**src/hw/pwm_fan_pkg.sv**
```systemverilog
/*
  Shared constants for the three-channel fan drive block: register offsets,
  field positions, reset values, code tables and clock-derived counts.
  Assumes a single 250 MHz core clock.
*/
package pwm_fan_pkg;

  //////////////////////////////////////////////////////////////////////////////
  // clock and derived rates
  localparam int unsigned CLK_HZ = 250_000_000;
  localparam int unsigned CYC_PER_MS = CLK_HZ / 1000;
  // one period is 256 counter steps; rate table is in hundredths of a hertz
  localparam int unsigned STEP_HZ_X100 = (CLK_HZ / 256) * 100;
  localparam int unsigned NUM_CH = 3;
  localparam int unsigned TIMER_W = 30;
  localparam int unsigned DIV_W = 17;

  //////////////////////////////////////////////////////////////////////////////
  // start-up timeout table, milliseconds, index = timeout code
  localparam int unsigned SPIN_MS [8] = '{0, 100, 250, 400, 667, 1000, 2000, 4000};
  localparam int unsigned SPIN_CYC [8] = '{
    SPIN_MS[0] * CYC_PER_MS, SPIN_MS[1] * CYC_PER_MS, SPIN_MS[2] * CYC_PER_MS, SPIN_MS[3] * CYC_PER_MS,
    SPIN_MS[4] * CYC_PER_MS, SPIN_MS[5] * CYC_PER_MS, SPIN_MS[6] * CYC_PER_MS, SPIN_MS[7] * CYC_PER_MS};

  // drive rate table, hundredths of a hertz, index = rate code
  localparam int unsigned RATE_CHZ [8] = '{1100, 1470, 2210, 2940, 3530, 4410, 5880, 8820};
  localparam int unsigned RATE_DIV [8] = '{
    STEP_HZ_X100 / RATE_CHZ[0], STEP_HZ_X100 / RATE_CHZ[1], STEP_HZ_X100 / RATE_CHZ[2],
    STEP_HZ_X100 / RATE_CHZ[3], STEP_HZ_X100 / RATE_CHZ[4], STEP_HZ_X100 / RATE_CHZ[5],
    STEP_HZ_X100 / RATE_CHZ[6], STEP_HZ_X100 / RATE_CHZ[7]};

  //////////////////////////////////////////////////////////////////////////////
  // register offsets
  localparam logic [7:0] OFS_DUTY_1 = 8'h30;
  localparam logic [7:0] OFS_DUTY_2 = 8'h31;
  localparam logic [7:0] OFS_DUTY_3 = 8'h32;
  localparam logic [7:0] OFS_GCFG_1 = 8'h40;
  localparam logic [7:0] OFS_FAULT_STATUS = 8'h42;
  localparam logic [7:0] OFS_CHCFG_1 = 8'h5C;
  localparam logic [7:0] OFS_CHCFG_3 = 8'h5E;
  localparam logic [7:0] OFS_RATE_1 = 8'h5F;
  localparam logic [7:0] OFS_RATE_3 = 8'h61;
  localparam logic [7:0] OFS_XOR_TEST = 8'h6F;

  // field positions
  localparam int unsigned FIXED_SPINUP_BIT = 5;
  localparam int unsigned POLARITY_BIT = 4;
  localparam int unsigned BEHAV_LSB = 5;
  localparam int unsigned XOR_ENABLE_BIT = 0;
  localparam int unsigned FAULT_LSB = 2;

  // codes and reset values
  localparam logic [2:0] BEHAV_MANUAL = 3'h7;
  localparam logic [2:0] SPIN_NONE = 3'h0;
  localparam logic [7:0] DUTY_FULL = 8'hFF;
  localparam logic [7:0] DUTY_ZERO = 8'h00;
  localparam logic [7:0] DUTY_RST = 8'hFF;
  localparam logic [7:0] GCFG_RST = 8'h01;
  localparam logic [7:0] CHCFG_RST = 8'h02;
  localparam logic [2:0] RATE_RST = 3'h4;
  localparam logic [1:0] PULSES_DONE = 2'h2;

  typedef enum logic [1:0] {SPIN_OFF, SPIN_UP, SPIN_RUN} spin_state_e;

endpackage

```
**src/hw/pwm_fan_drive_control.sv**
```systemverilog
/*
  Three-channel fan drive: register file, spin-up control, start-up timeout
  fault flags, waveform generators and the xor test chain enable.
  Assumes the serial management interface presents decoded single-byte
  register reads and writes on this clock, and that the automatic control
  loop supplies its duty per channel on this clock.
*/
`timescale 1ns/10ps

module pwm_fan_drive_control #(
  parameter int unsigned SPIN_CYCLES [8] = pwm_fan_pkg::SPIN_CYC,
  parameter int unsigned RATE_DIVIDERS [8] = pwm_fan_pkg::RATE_DIV
) (
  input wire logic mclk_i,
  input wire logic rstn_i,
  input wire logic [7:0] reg_addr_i,
  input wire logic [7:0] reg_wdata_i,
  input wire logic reg_wr_i,
  input wire logic reg_rd_i,
  output logic [7:0] reg_rdata_o,
  input wire logic [2:0][7:0] auto_duty_i,
  input wire logic [2:0] tach_i,
  input wire logic [2:0] xor_chain_pins_i,
  output logic [2:0] pwm_o,
  output logic [2:0] fan_fault_o,
  output logic xor_chain_enable_o,
  output logic xor_chain_result_o
);

  localparam int unsigned NCH = pwm_fan_pkg::NUM_CH;
  localparam int unsigned TW = pwm_fan_pkg::TIMER_W;

  typedef struct packed {
    logic [7:0] gcfg;
    logic [7:0] xor_test;
    logic [2:0][7:0] chcfg;
    logic [2:0][2:0] rate;
    logic [2:0][7:0] duty;
    logic [2:0] fault;
    logic [2:0][1:0] tsync;
    logic [2:0] tprev;
    logic [2:0][1:0] pulses;
    pwm_fan_pkg::spin_state_e [2:0] st;
    logic [2:0][TW-1:0] timer;
    logic [2:0][7:0] applied;
    logic [1:0][2:0] xsync;
    logic xor_out;
    logic [7:0] rdata;
  } state_s;

  state_s q_r, q_nxt;

  logic fixed_spin;
  logic [2:0] manual;
  logic [2:0][7:0] target;
  logic [2:0][2:0] spin_sel;
  logic [2:0][TW-1:0] spin_last;
  logic [2:0] tach_rise;
  logic [2:0] spin_timed_out;
  logic [2:0] fault_clr;
  logic [7:0] rd_mux;

  //////////////////////////////////////////////////////////////////////////////
  // per-channel decode of the register fields
  always_comb begin
    fixed_spin = q_r.gcfg[pwm_fan_pkg::FIXED_SPINUP_BIT];
    for (int i = 0; i < NCH; i++) begin
      manual[i] = q_r.chcfg[i][pwm_fan_pkg::BEHAV_LSB +: 3] == pwm_fan_pkg::BEHAV_MANUAL;
      target[i] = manual[i] ? q_r.duty[i] : auto_duty_i[i];
      spin_sel[i] = q_r.chcfg[i][2:0];
      spin_last[i] = TW'(SPIN_CYCLES[spin_sel[i]] - 1);
      tach_rise[i] = q_r.tsync[i][1] && !q_r.tprev[i];
      spin_timed_out[i] = (spin_sel[i] != pwm_fan_pkg::SPIN_NONE) && (q_r.timer[i] >= spin_last[i]);
    end
  end

  //////////////////////////////////////////////////////////////////////////////
  // register read mux, unmapped offsets read zero
  always_comb begin
    rd_mux = 8'h00;
    fault_clr = 3'h0;
    if (reg_addr_i >= pwm_fan_pkg::OFS_DUTY_1 && reg_addr_i <= pwm_fan_pkg::OFS_DUTY_3) begin
      rd_mux = q_r.applied[2'(reg_addr_i - pwm_fan_pkg::OFS_DUTY_1)];
    end else if (reg_addr_i >= pwm_fan_pkg::OFS_CHCFG_1 && reg_addr_i <= pwm_fan_pkg::OFS_CHCFG_3) begin
      rd_mux = q_r.chcfg[2'(reg_addr_i - pwm_fan_pkg::OFS_CHCFG_1)];
    end else if (reg_addr_i >= pwm_fan_pkg::OFS_RATE_1 && reg_addr_i <= pwm_fan_pkg::OFS_RATE_3) begin
      rd_mux = {5'h00, q_r.rate[2'(reg_addr_i - pwm_fan_pkg::OFS_RATE_1)]};
    end else if (reg_addr_i == pwm_fan_pkg::OFS_GCFG_1) begin
      rd_mux = q_r.gcfg;
    end else if (reg_addr_i == pwm_fan_pkg::OFS_XOR_TEST) begin
      rd_mux = q_r.xor_test;
    end else if (reg_addr_i == pwm_fan_pkg::OFS_FAULT_STATUS) begin
      rd_mux = {3'h0, q_r.fault, 2'h0};
      // a read is what clears the sticky fan faults
      fault_clr = reg_rd_i ? 3'h7 : 3'h0;
    end
  end

  //////////////////////////////////////////////////////////////////////////////
  // next state
  always_comb begin
    q_nxt = q_r;
    q_nxt.rdata = reg_rd_i ? rd_mux : q_r.rdata;

    if (reg_wr_i) begin
      if (reg_addr_i >= pwm_fan_pkg::OFS_CHCFG_1 && reg_addr_i <= pwm_fan_pkg::OFS_CHCFG_3) begin
        q_nxt.chcfg[2'(reg_addr_i - pwm_fan_pkg::OFS_CHCFG_1)] = reg_wdata_i;
      end else if (reg_addr_i >= pwm_fan_pkg::OFS_RATE_1 && reg_addr_i <= pwm_fan_pkg::OFS_RATE_3) begin
        q_nxt.rate[2'(reg_addr_i - pwm_fan_pkg::OFS_RATE_1)] = reg_wdata_i[2:0];
      end else if (reg_addr_i == pwm_fan_pkg::OFS_GCFG_1) begin
        q_nxt.gcfg = reg_wdata_i;
      end else if (reg_addr_i == pwm_fan_pkg::OFS_XOR_TEST) begin
        q_nxt.xor_test = {7'h00, reg_wdata_i[pwm_fan_pkg::XOR_ENABLE_BIT]};
      end
    end

    // board test chain: synchronised pins folded into one parity bit
    q_nxt.xsync[0] = xor_chain_pins_i;
    q_nxt.xsync[1] = q_r.xsync[0];
    q_nxt.xor_out = q_r.xor_test[pwm_fan_pkg::XOR_ENABLE_BIT] && (^q_r.xsync[1]);

    for (int i = 0; i < NCH; i++) begin
      // duty writes only land in manual mode; otherwise the loop owns it
      if (manual[i]) begin
        if (reg_wr_i && reg_addr_i == pwm_fan_pkg::OFS_DUTY_1 + 8'(i)) begin
          q_nxt.duty[i] = reg_wdata_i;
        end
      end else begin
        q_nxt.duty[i] = auto_duty_i[i];
      end

      q_nxt.tsync[i] = {q_r.tsync[i][0], tach_i[i]};
      q_nxt.tprev[i] = q_r.tsync[i][1];

      q_nxt.fault[i] = q_r.fault[i] && !fault_clr[i];

      unique case (q_r.st[i])
        pwm_fan_pkg::SPIN_OFF: begin
          q_nxt.applied[i] = pwm_fan_pkg::DUTY_ZERO;
          q_nxt.timer[i] = '0;
          q_nxt.pulses[i] = 2'h0;
          if (target[i] != pwm_fan_pkg::DUTY_ZERO) begin
            q_nxt.st[i] = pwm_fan_pkg::SPIN_UP;
            q_nxt.applied[i] = pwm_fan_pkg::DUTY_FULL;
          end
        end
        pwm_fan_pkg::SPIN_UP: begin
          q_nxt.applied[i] = pwm_fan_pkg::DUTY_FULL;
          q_nxt.timer[i] = q_r.timer[i] + TW'(1);
          if (tach_rise[i] && q_r.pulses[i] != pwm_fan_pkg::PULSES_DONE) begin
            q_nxt.pulses[i] = q_r.pulses[i] + 2'h1;
          end
          if (fixed_spin) begin
            // fixed time: tach ignored, no fault, code none ends spin-up after one cycle at full duty
            if (spin_sel[i] == pwm_fan_pkg::SPIN_NONE || spin_timed_out[i]) begin
              q_nxt.st[i] = pwm_fan_pkg::SPIN_RUN;
              q_nxt.applied[i] = target[i];
            end
          end else if (q_nxt.pulses[i] == pwm_fan_pkg::PULSES_DONE) begin
            q_nxt.st[i] = pwm_fan_pkg::SPIN_RUN;
            q_nxt.applied[i] = target[i];
          end else if (spin_timed_out[i]) begin
            // give up waiting, raise the fault and hand over to the target duty
            q_nxt.fault[i] = 1'b1;
            q_nxt.st[i] = pwm_fan_pkg::SPIN_RUN;
            q_nxt.applied[i] = target[i];
          end
        end
        pwm_fan_pkg::SPIN_RUN: begin
          q_nxt.applied[i] = target[i];
          if (target[i] == pwm_fan_pkg::DUTY_ZERO) begin
            q_nxt.st[i] = pwm_fan_pkg::SPIN_OFF;
          end
        end
        default: begin
          q_nxt.st[i] = pwm_fan_pkg::SPIN_OFF;
        end
      endcase
    end
  end

  always_ff @(posedge mclk_i) begin
    if (!rstn_i) begin
      q_r <= '0;
      q_r.gcfg <= pwm_fan_pkg::GCFG_RST;
      q_r.chcfg <= {NCH{pwm_fan_pkg::CHCFG_RST}};
      q_r.rate <= {NCH{pwm_fan_pkg::RATE_RST}};
      q_r.duty <= {NCH{pwm_fan_pkg::DUTY_RST}};
      q_r.st <= '{default: pwm_fan_pkg::SPIN_OFF};
    end else begin
      q_r <= q_nxt;
    end
  end

  //////////////////////////////////////////////////////////////////////////////
  // waveform per channel
  generate
    for (genvar g = 0; g < NCH; g++) begin : g_ch
      pwm_wave_gen u_wave (
        .mclk_i(mclk_i),
        .rstn_i(rstn_i),
        .div_i(pwm_fan_pkg::DIV_W'(RATE_DIVIDERS[q_r.rate[g]])),
        .duty_i(q_r.applied[g]),
        .invert_i(q_r.chcfg[g][pwm_fan_pkg::POLARITY_BIT]),
        .pwm_o(pwm_o[g])
      );
    end
  endgenerate

  assign reg_rdata_o = q_r.rdata;
  assign fan_fault_o = q_r.fault;
  assign xor_chain_enable_o = q_r.xor_test[pwm_fan_pkg::XOR_ENABLE_BIT];
  assign xor_chain_result_o = q_r.xor_out;

  //////////////////////////////////////////////////////////////////////////////
  // checks per channel; catches a crossed channel index that channel 0 alone would miss
  // clock named in each, so the generate scope leans on no default
  generate
    for (genvar c = 0; c < NCH; c++) begin : g_chk

    end
  endgenerate
endmodule // pwm_fan_drive_control

```
**src/hw/pwm_wave_gen.sv**
```systemverilog
/*
  One channel waveform: a prescaled 8-bit period counter compared to the duty.
  Assumes duty and divider come from flops on the same clock.
*/
`timescale 1ns/10ps

module pwm_wave_gen (
  input wire logic mclk_i,
  input wire logic rstn_i,
  input wire logic [pwm_fan_pkg::DIV_W-1:0] div_i,
  input wire logic [7:0] duty_i,
  input wire logic invert_i,
  output logic pwm_o
);

  typedef struct packed {
    logic [pwm_fan_pkg::DIV_W-1:0] pre;
    logic [7:0] cnt;
    logic out;
  } wave_s;

  wave_s q_r, q_nxt;
  logic high;

  //////////////////////////////////////////////////////////////////////////////
  always_comb begin
    q_nxt = q_r;
    // full code must stay high all period, so it bypasses the compare
    high = (duty_i == pwm_fan_pkg::DUTY_FULL) || (q_r.cnt < duty_i);
    if (q_r.pre >= div_i - 1'b1) begin
      q_nxt.pre = '0;
      q_nxt.cnt = q_r.cnt + 8'h01;
    end else begin
      q_nxt.pre = q_r.pre + 1'b1;
    end
    q_nxt.out = high ^ invert_i;
  end

  always_ff @(posedge mclk_i) begin
    if (!rstn_i) begin
      q_r <= '0;
    end else begin
      q_r <= q_nxt;
    end
  end

  assign pwm_o = q_r.out;
endmodule // pwm_wave_gen

```
**config.mk**
```make
export PLATFORM = sky130hd
export DESIGN_NAME = pwm_fan_drive_control
export DESIGN_NICKNAME = d
export VERILOG_FILES = /design/src/hw/pwm_fan_pkg.sv /design/src/hw/pwm_fan_drive_control.sv /design/src/hw/pwm_wave_gen.sv
export SDC_FILE = /design/constraint.sdc
export NUM_CORES = 1
export LEC_CHECK = 0
export BUFFER_PORTS_ARGS = -buffer_cell sky130_fd_sc_hd__buf_2
export CORE_MARGIN = 2
export CORE_UTILIZATION = 45
export CTS_BUF_LIST = sky130_fd_sc_hd__clkbuf_2 sky130_fd_sc_hd__clkbuf_4 sky130_fd_sc_hd__clkbuf_8
export DETAILED_ROUTE_END_ITERATION = 10
export PLACE_DENSITY = 0.7
export SLEW_MARGIN = 20
export SYNTH_ARGS = -nofsm -noshare
export SYNTH_HDL_FRONTEND = slang
export SYNTH_SLANG_ARGS = --single-unit
```
**constraint.sdc**
```tcl
create_clock -name mclk_i -period 7 [get_ports mclk_i]
set_clock_uncertainty 0.2 [all_clocks]
set_input_delay 1.05 -clock mclk_i [delete_from_list [all_inputs] [get_ports mclk_i]]
set_output_delay 1.05 -clock mclk_i [all_outputs]
set_load 0.005 [all_outputs]
```
==> run_summary.xml <==
<?xml version="1.0" encoding="UTF-8"?>
<metrics>
  <group name="run_status">
    <metric name="run_status" unit="">finished, final reports clean</metric>
  </group>
  <group name="floorplanning">
    <metric name="die_h" unit="um">214</metric>
    <metric name="chipWidth" unit="um">214</metric>
    <metric name="start_util" unit="%">45.8</metric>
    <metric name="number_of_core_rows" unit="">76</metric>
    <metric name="design.die.area" unit="um2">45800</metric>
    <metric name="core" unit="um2">43400</metric>
    <metric name="top_level_ports" unit="">66</metric>
  </group>
  <group name="global_routing">
    <metric name="first_pass_grt_wire_length" unit="um">86100</metric>
    <metric name="pin_count_of_the_biggest_net_entering_global_routing" unit="">78</metric>
    <metric name="grt_antenna_before_repair" unit="">3</metric>
    <metric name="grt-ovfl-total" unit="">0</metric>
    <metric name="number_of_global_route_vias_before_repair" unit="">17100</metric>
    <metric name="grt_usage" unit="%">22.4</metric>
  </group>
  <group name="timing">
    <metric name="slew_viol_final" unit="">0</metric>
    <metric name="worst_slew_margin_rel" unit="%">35.5</metric>
    <metric name="max_clock_freq" unit="MHz">166</metric>
    <metric name="timing_worst_slew_pin_value" unit="ns">0.968</metric>
    <metric name="period_needed" unit="ns">6.04</metric>
    <metric name="unrepaired_setup_endpoints_after_global_routing" unit="">no</metric>
    <metric name="report.final.setup_viol" unit="">0</metric>
    <metric name="final_hold_viol_count" unit="">0</metric>
    <metric name="fin_setup_tns" unit="ns">0</metric>
    <metric name="period_share" unit="%">86.3</metric>
  </group>
  <group name="worst_setup_path">
    <metric name="critical_path.max_stage_delay" unit="ns">0.71</metric>
    <metric name="worst-r2r-setup-slack" unit="ns">0.96</metric>
    <metric name="critical_path.startpoint" unit="">q_r[194]$_SDFFE_PN0P_</metric>
    <metric name="worst_path_max_delay_cell" unit="">dfxtp_1</metric>
    <metric name="criticalPathCategory" unit="">reg2reg</metric>
    <metric name="crit_fanout" unit="">17</metric>
    <metric name="worst_ep_arrival_time" unit="ns">6.37</metric>
    <metric name="path_buf_inv" unit="">2</metric>
    <metric name="worstSetupStartpointType" unit="">flip-flop</metric>
    <metric name="worst-endpoint-required" unit="ns">7.33</metric>
    <metric name="timing.rr.end" unit="">q_r[27]$_SDFFE_PN0P_</metric>
    <metric name="timing.critical_path.depth" unit="">21</metric>
    <metric name="regToRegStartpoint" unit="">q_r[194]$_SDFFE_PN0P_</metric>
    <metric name="worst_r2r_path_depth" unit="">21</metric>
    <metric name="critical_path_cell_by_cell" unit="">inv_1, ha_1, nand2_1, inv_1, nor2_1, ha_1, and2b_1, nor2_1, o32a_4, a211o_1, a2111oi_2, and4_1, a21oi_1, ha_1, nand2_1, nor2_1, nand3_1, or4_1, a211oi_2, o221ai_2, o221a_1</metric>
    <metric name="cp-endpoint" unit="">q_r[27]$_SDFFE_PN0P_</metric>
    <metric name="cpLargestDelayFamily" unit="">compound AO/OA/AOI/OAI gates</metric>
    <metric name="critPathCaptureType" unit="">flip-flop</metric>
  </group>
  <group name="pwr">
    <metric name="power-per-cell-area" unit="nW/um2">215</metric>
    <metric name="leakage" unit="nW">8.97</metric>
    <metric name="irDropWorstVdd" unit="mV">0.136</metric>
  </group>
  <group name="clock_tree">
    <metric name="clk_pin_slew_worst_paths" unit="ns">0.06</metric>
    <metric name="cts.root.buffer_cell" unit="">clkbuf_8</metric>
    <metric name="clockBufferDepth" unit="">3</metric>
    <metric name="ctsHoldBuffers" unit="">0</metric>
    <metric name="setup_fix_buffers_added_after_clock_tree_synthesis" unit="">0</metric>
    <metric name="post_cts_resized" unit="">0</metric>
    <metric name="tritoncts" unit="">built</metric>
    <metric name="h-tree-depth" unit="">2</metric>
    <metric name="cts_sinks" unit="">297</metric>
    <metric name="cts_made_buffers" unit="">55</metric>
    <metric name="clock_latency" unit="ns">0.64</metric>
  </group>
  <group name="cells_and_area">
    <metric name="layout.cells.most_common" unit="">dfxtp_1</metric>
    <metric name="post_route_cells_drive_above_1_share" unit="%">8.43</metric>
    <metric name="final_cells" unit="">3102</metric>
    <metric name="flow.area_growth_from_synthesis" unit="%">9.20</metric>
    <metric name="nets" unit="">2744</metric>
    <metric name="final_util" unit="%">50.0</metric>
    <metric name="final_instance_area" unit="um2">21700</metric>
    <metric name="layout.cells.most_common_list" unit="">297 x dfxtp_1, 286 x nand2_1, 241 x nor2_1</metric>
    <metric name="fillers" unit="">4133</metric>
  </group>
  <group name="synth">
    <metric name="postSynthRegisterBits" unit="">297</metric>
    <metric name="synth_edf_count" unit="">0</metric>
    <metric name="synthAdderAreaFrac" unit="%">13.8</metric>
    <metric name="muxShareOfSynthArea" unit="%">4.36</metric>
    <metric name="post_synth_inst_count" unit="">2466</metric>
    <metric name="post-synth-top-area-fraction" unit="%">29.9</metric>
    <metric name="synth_compound_area_share" unit="%">18.4</metric>
    <metric name="synthXorXnorAreaFrac" unit="%">4.98</metric>
    <metric name="yosys.area_share.simple" unit="%">24.0</metric>
    <metric name="post_synthesis_area_per_instance" unit="um2">8.06</metric>
    <metric name="synth-warning-count" unit="">0</metric>
    <metric name="synth_top_area_cell" unit="">dfxtp_1</metric>
    <metric name="synth_nets" unit="">2735</metric>
    <metric name="synth.top_cells.by_area" unit="">dfxtp_1 30%, ha_1 14%, nand2_1 5.4%, a21oi_1 5.0%, nor2_1 4.6%</metric>
    <metric name="postSynth.asyncResetShare" unit="%">0</metric>
    <metric name="synth_sequential_area_ratio" unit="%">29.9</metric>
    <metric name="synth_cell_type_count" unit="">87</metric>
    <metric name="cell_area_after_synthesis" unit="um2">19900</metric>
    <metric name="synth_top_family_by_area" unit="">simple AND/OR/NAND/NOR gates</metric>
    <metric name="synth_flop_cell" unit="">dfxtp_1</metric>
  </group>
  <group name="placed_design">
    <metric name="hpwlAfterDp" unit="um">38400</metric>
    <metric name="placed_cells_incl_taps" unit="">3003</metric>
    <metric name="routability_cong" unit="">0.924</metric>
    <metric name="placedInstanceArea" unit="um2">20400</metric>
    <metric name="io_buffer_count" unit="">65</metric>
  </group>
  <group name="drt">
    <metric name="route.final.wire_length" unit="um">52400</metric>
    <metric name="vias" unit="">18000</metric>
    <metric name="route.detailed.vias_per_inst" unit="">5.81</metric>
    <metric name="drt-pass1-iter-count" unit="">7</metric>
    <metric name="detail_route.iter0.violations" unit="">1416</metric>
    <metric name="drt-wirelength-per-cell" unit="um">16.9</metric>
    <metric name="drtAntennaViolNets" unit="">0</metric>
    <metric name="route.detailed.drc" unit="">0</metric>
  </group>
  <group name="run">
    <metric name="timing.max_cap.violations" unit="">0</metric>
  </group>
  <group name="worst_hold_path">
    <metric name="type_of_the_worst_min_delay_path" unit="">reg2reg</metric>
  </group>
</metrics>
power by group:
group          internal [mW]  switching (mW)  total (mW)
Combinational          0.299           0.585       0.883
Clock                   1.09           0.780        1.87
Sequential              1.80           0.116        1.92
sequential cells by signal, summed over array words and instances, names as in the netlist:
register and count:
reg_rdata_o 8, q_r 196, xor_chain_enable_o 1, g_ch.u_wave.q_r 75, fixed_spin 1, g_ch.u_wave.pwm_o 3, fan_fault_o 3, q_nxt 9
xor_chain_result_o 1
layer usage:
metal	share of wire, %	up-vias	GRT usage [%]
met1	44	8457	28.3
met2	46	517	37.2
met4	3.5	2	9.17
met3	6.2	131	4.61
li1	-	8923	-
met5	0.025	-	0
Yosys cell counts, types with 46 or more instances:
cell type,instances
o21ai_0,82
xor2_1,46
o211ai_1,59
nand3_1,128
xnor2_1,67
mux2i_1,73
nor2_1,241
dfxtp_1,297
nand4_1,54
a21oi_1,198
nand2_1,286
ha_1,219
inv_1,89
clkbuf_1,82
worst min path at each step:
stage | from | endpoint | cells after the start
floorplan | q_nxt[145]$_SDFF_PN0_ | q_nxt[141]$_SDFF_PN0_ | 1
global placement | q_nxt[149]$_SDFF_PN0_ | q_nxt[143]$_SDFF_PN0_ | 1
detailed placement | q_nxt[14]$_SDFF_PN0_ | q_r[14]$_SDFF_PN0_ | 1
CTS | q_nxt[14]$_SDFF_PN0_ | q_r[14]$_SDFF_PN0_ | 1
global route | q_nxt[142]$_SDFF_PN0_ | q_r[142]$_SDFF_PN0_ | 1
finish | q_nxt[14]$_SDFF_PN0_ | q_r[14]$_SDFF_PN0_ | 1
cell type report:
class                   instances  area [um2]  share of cell area (%)
well taps                     585         732                    3.37
diodes                          2        5.00                  0.0231
multi-input cells            1954       13000                    60.1
flip-flops and latches        297        5950                    27.4
clock buffers                  78        1020                    4.72
inverters                      93         352                    1.62
repair buffers                 74         395                    1.82
clock inverters                19         205                   0.946
stage by stage:
step / hold WS (ns) / worst slack (ns) / power [mW]
after global routing: 0.262 / 0.503 / 4.90
after floorplan: 0.212 / 1.72 / 2.55
after detailed placement: 0.218 / 1.05 / 2.83
after global placement: 0.216 / 1.16 / 2.80
final: 0.231 / 0.961 / 4.67
after CTS: 0.233 / 1.02 / 4.72
logic make-up (layout without fill, tap and decap cells):
logic type      after synthesis  after routing
other cells                   0              2
fa+ha+maj                   219            219
xor+xnor                    113            113
mux                          85             85
compound gates              556            556
flops                       297            297
simple gates                981            981
buf+inv                     215            264
Power figures use the tool's default switching activity.
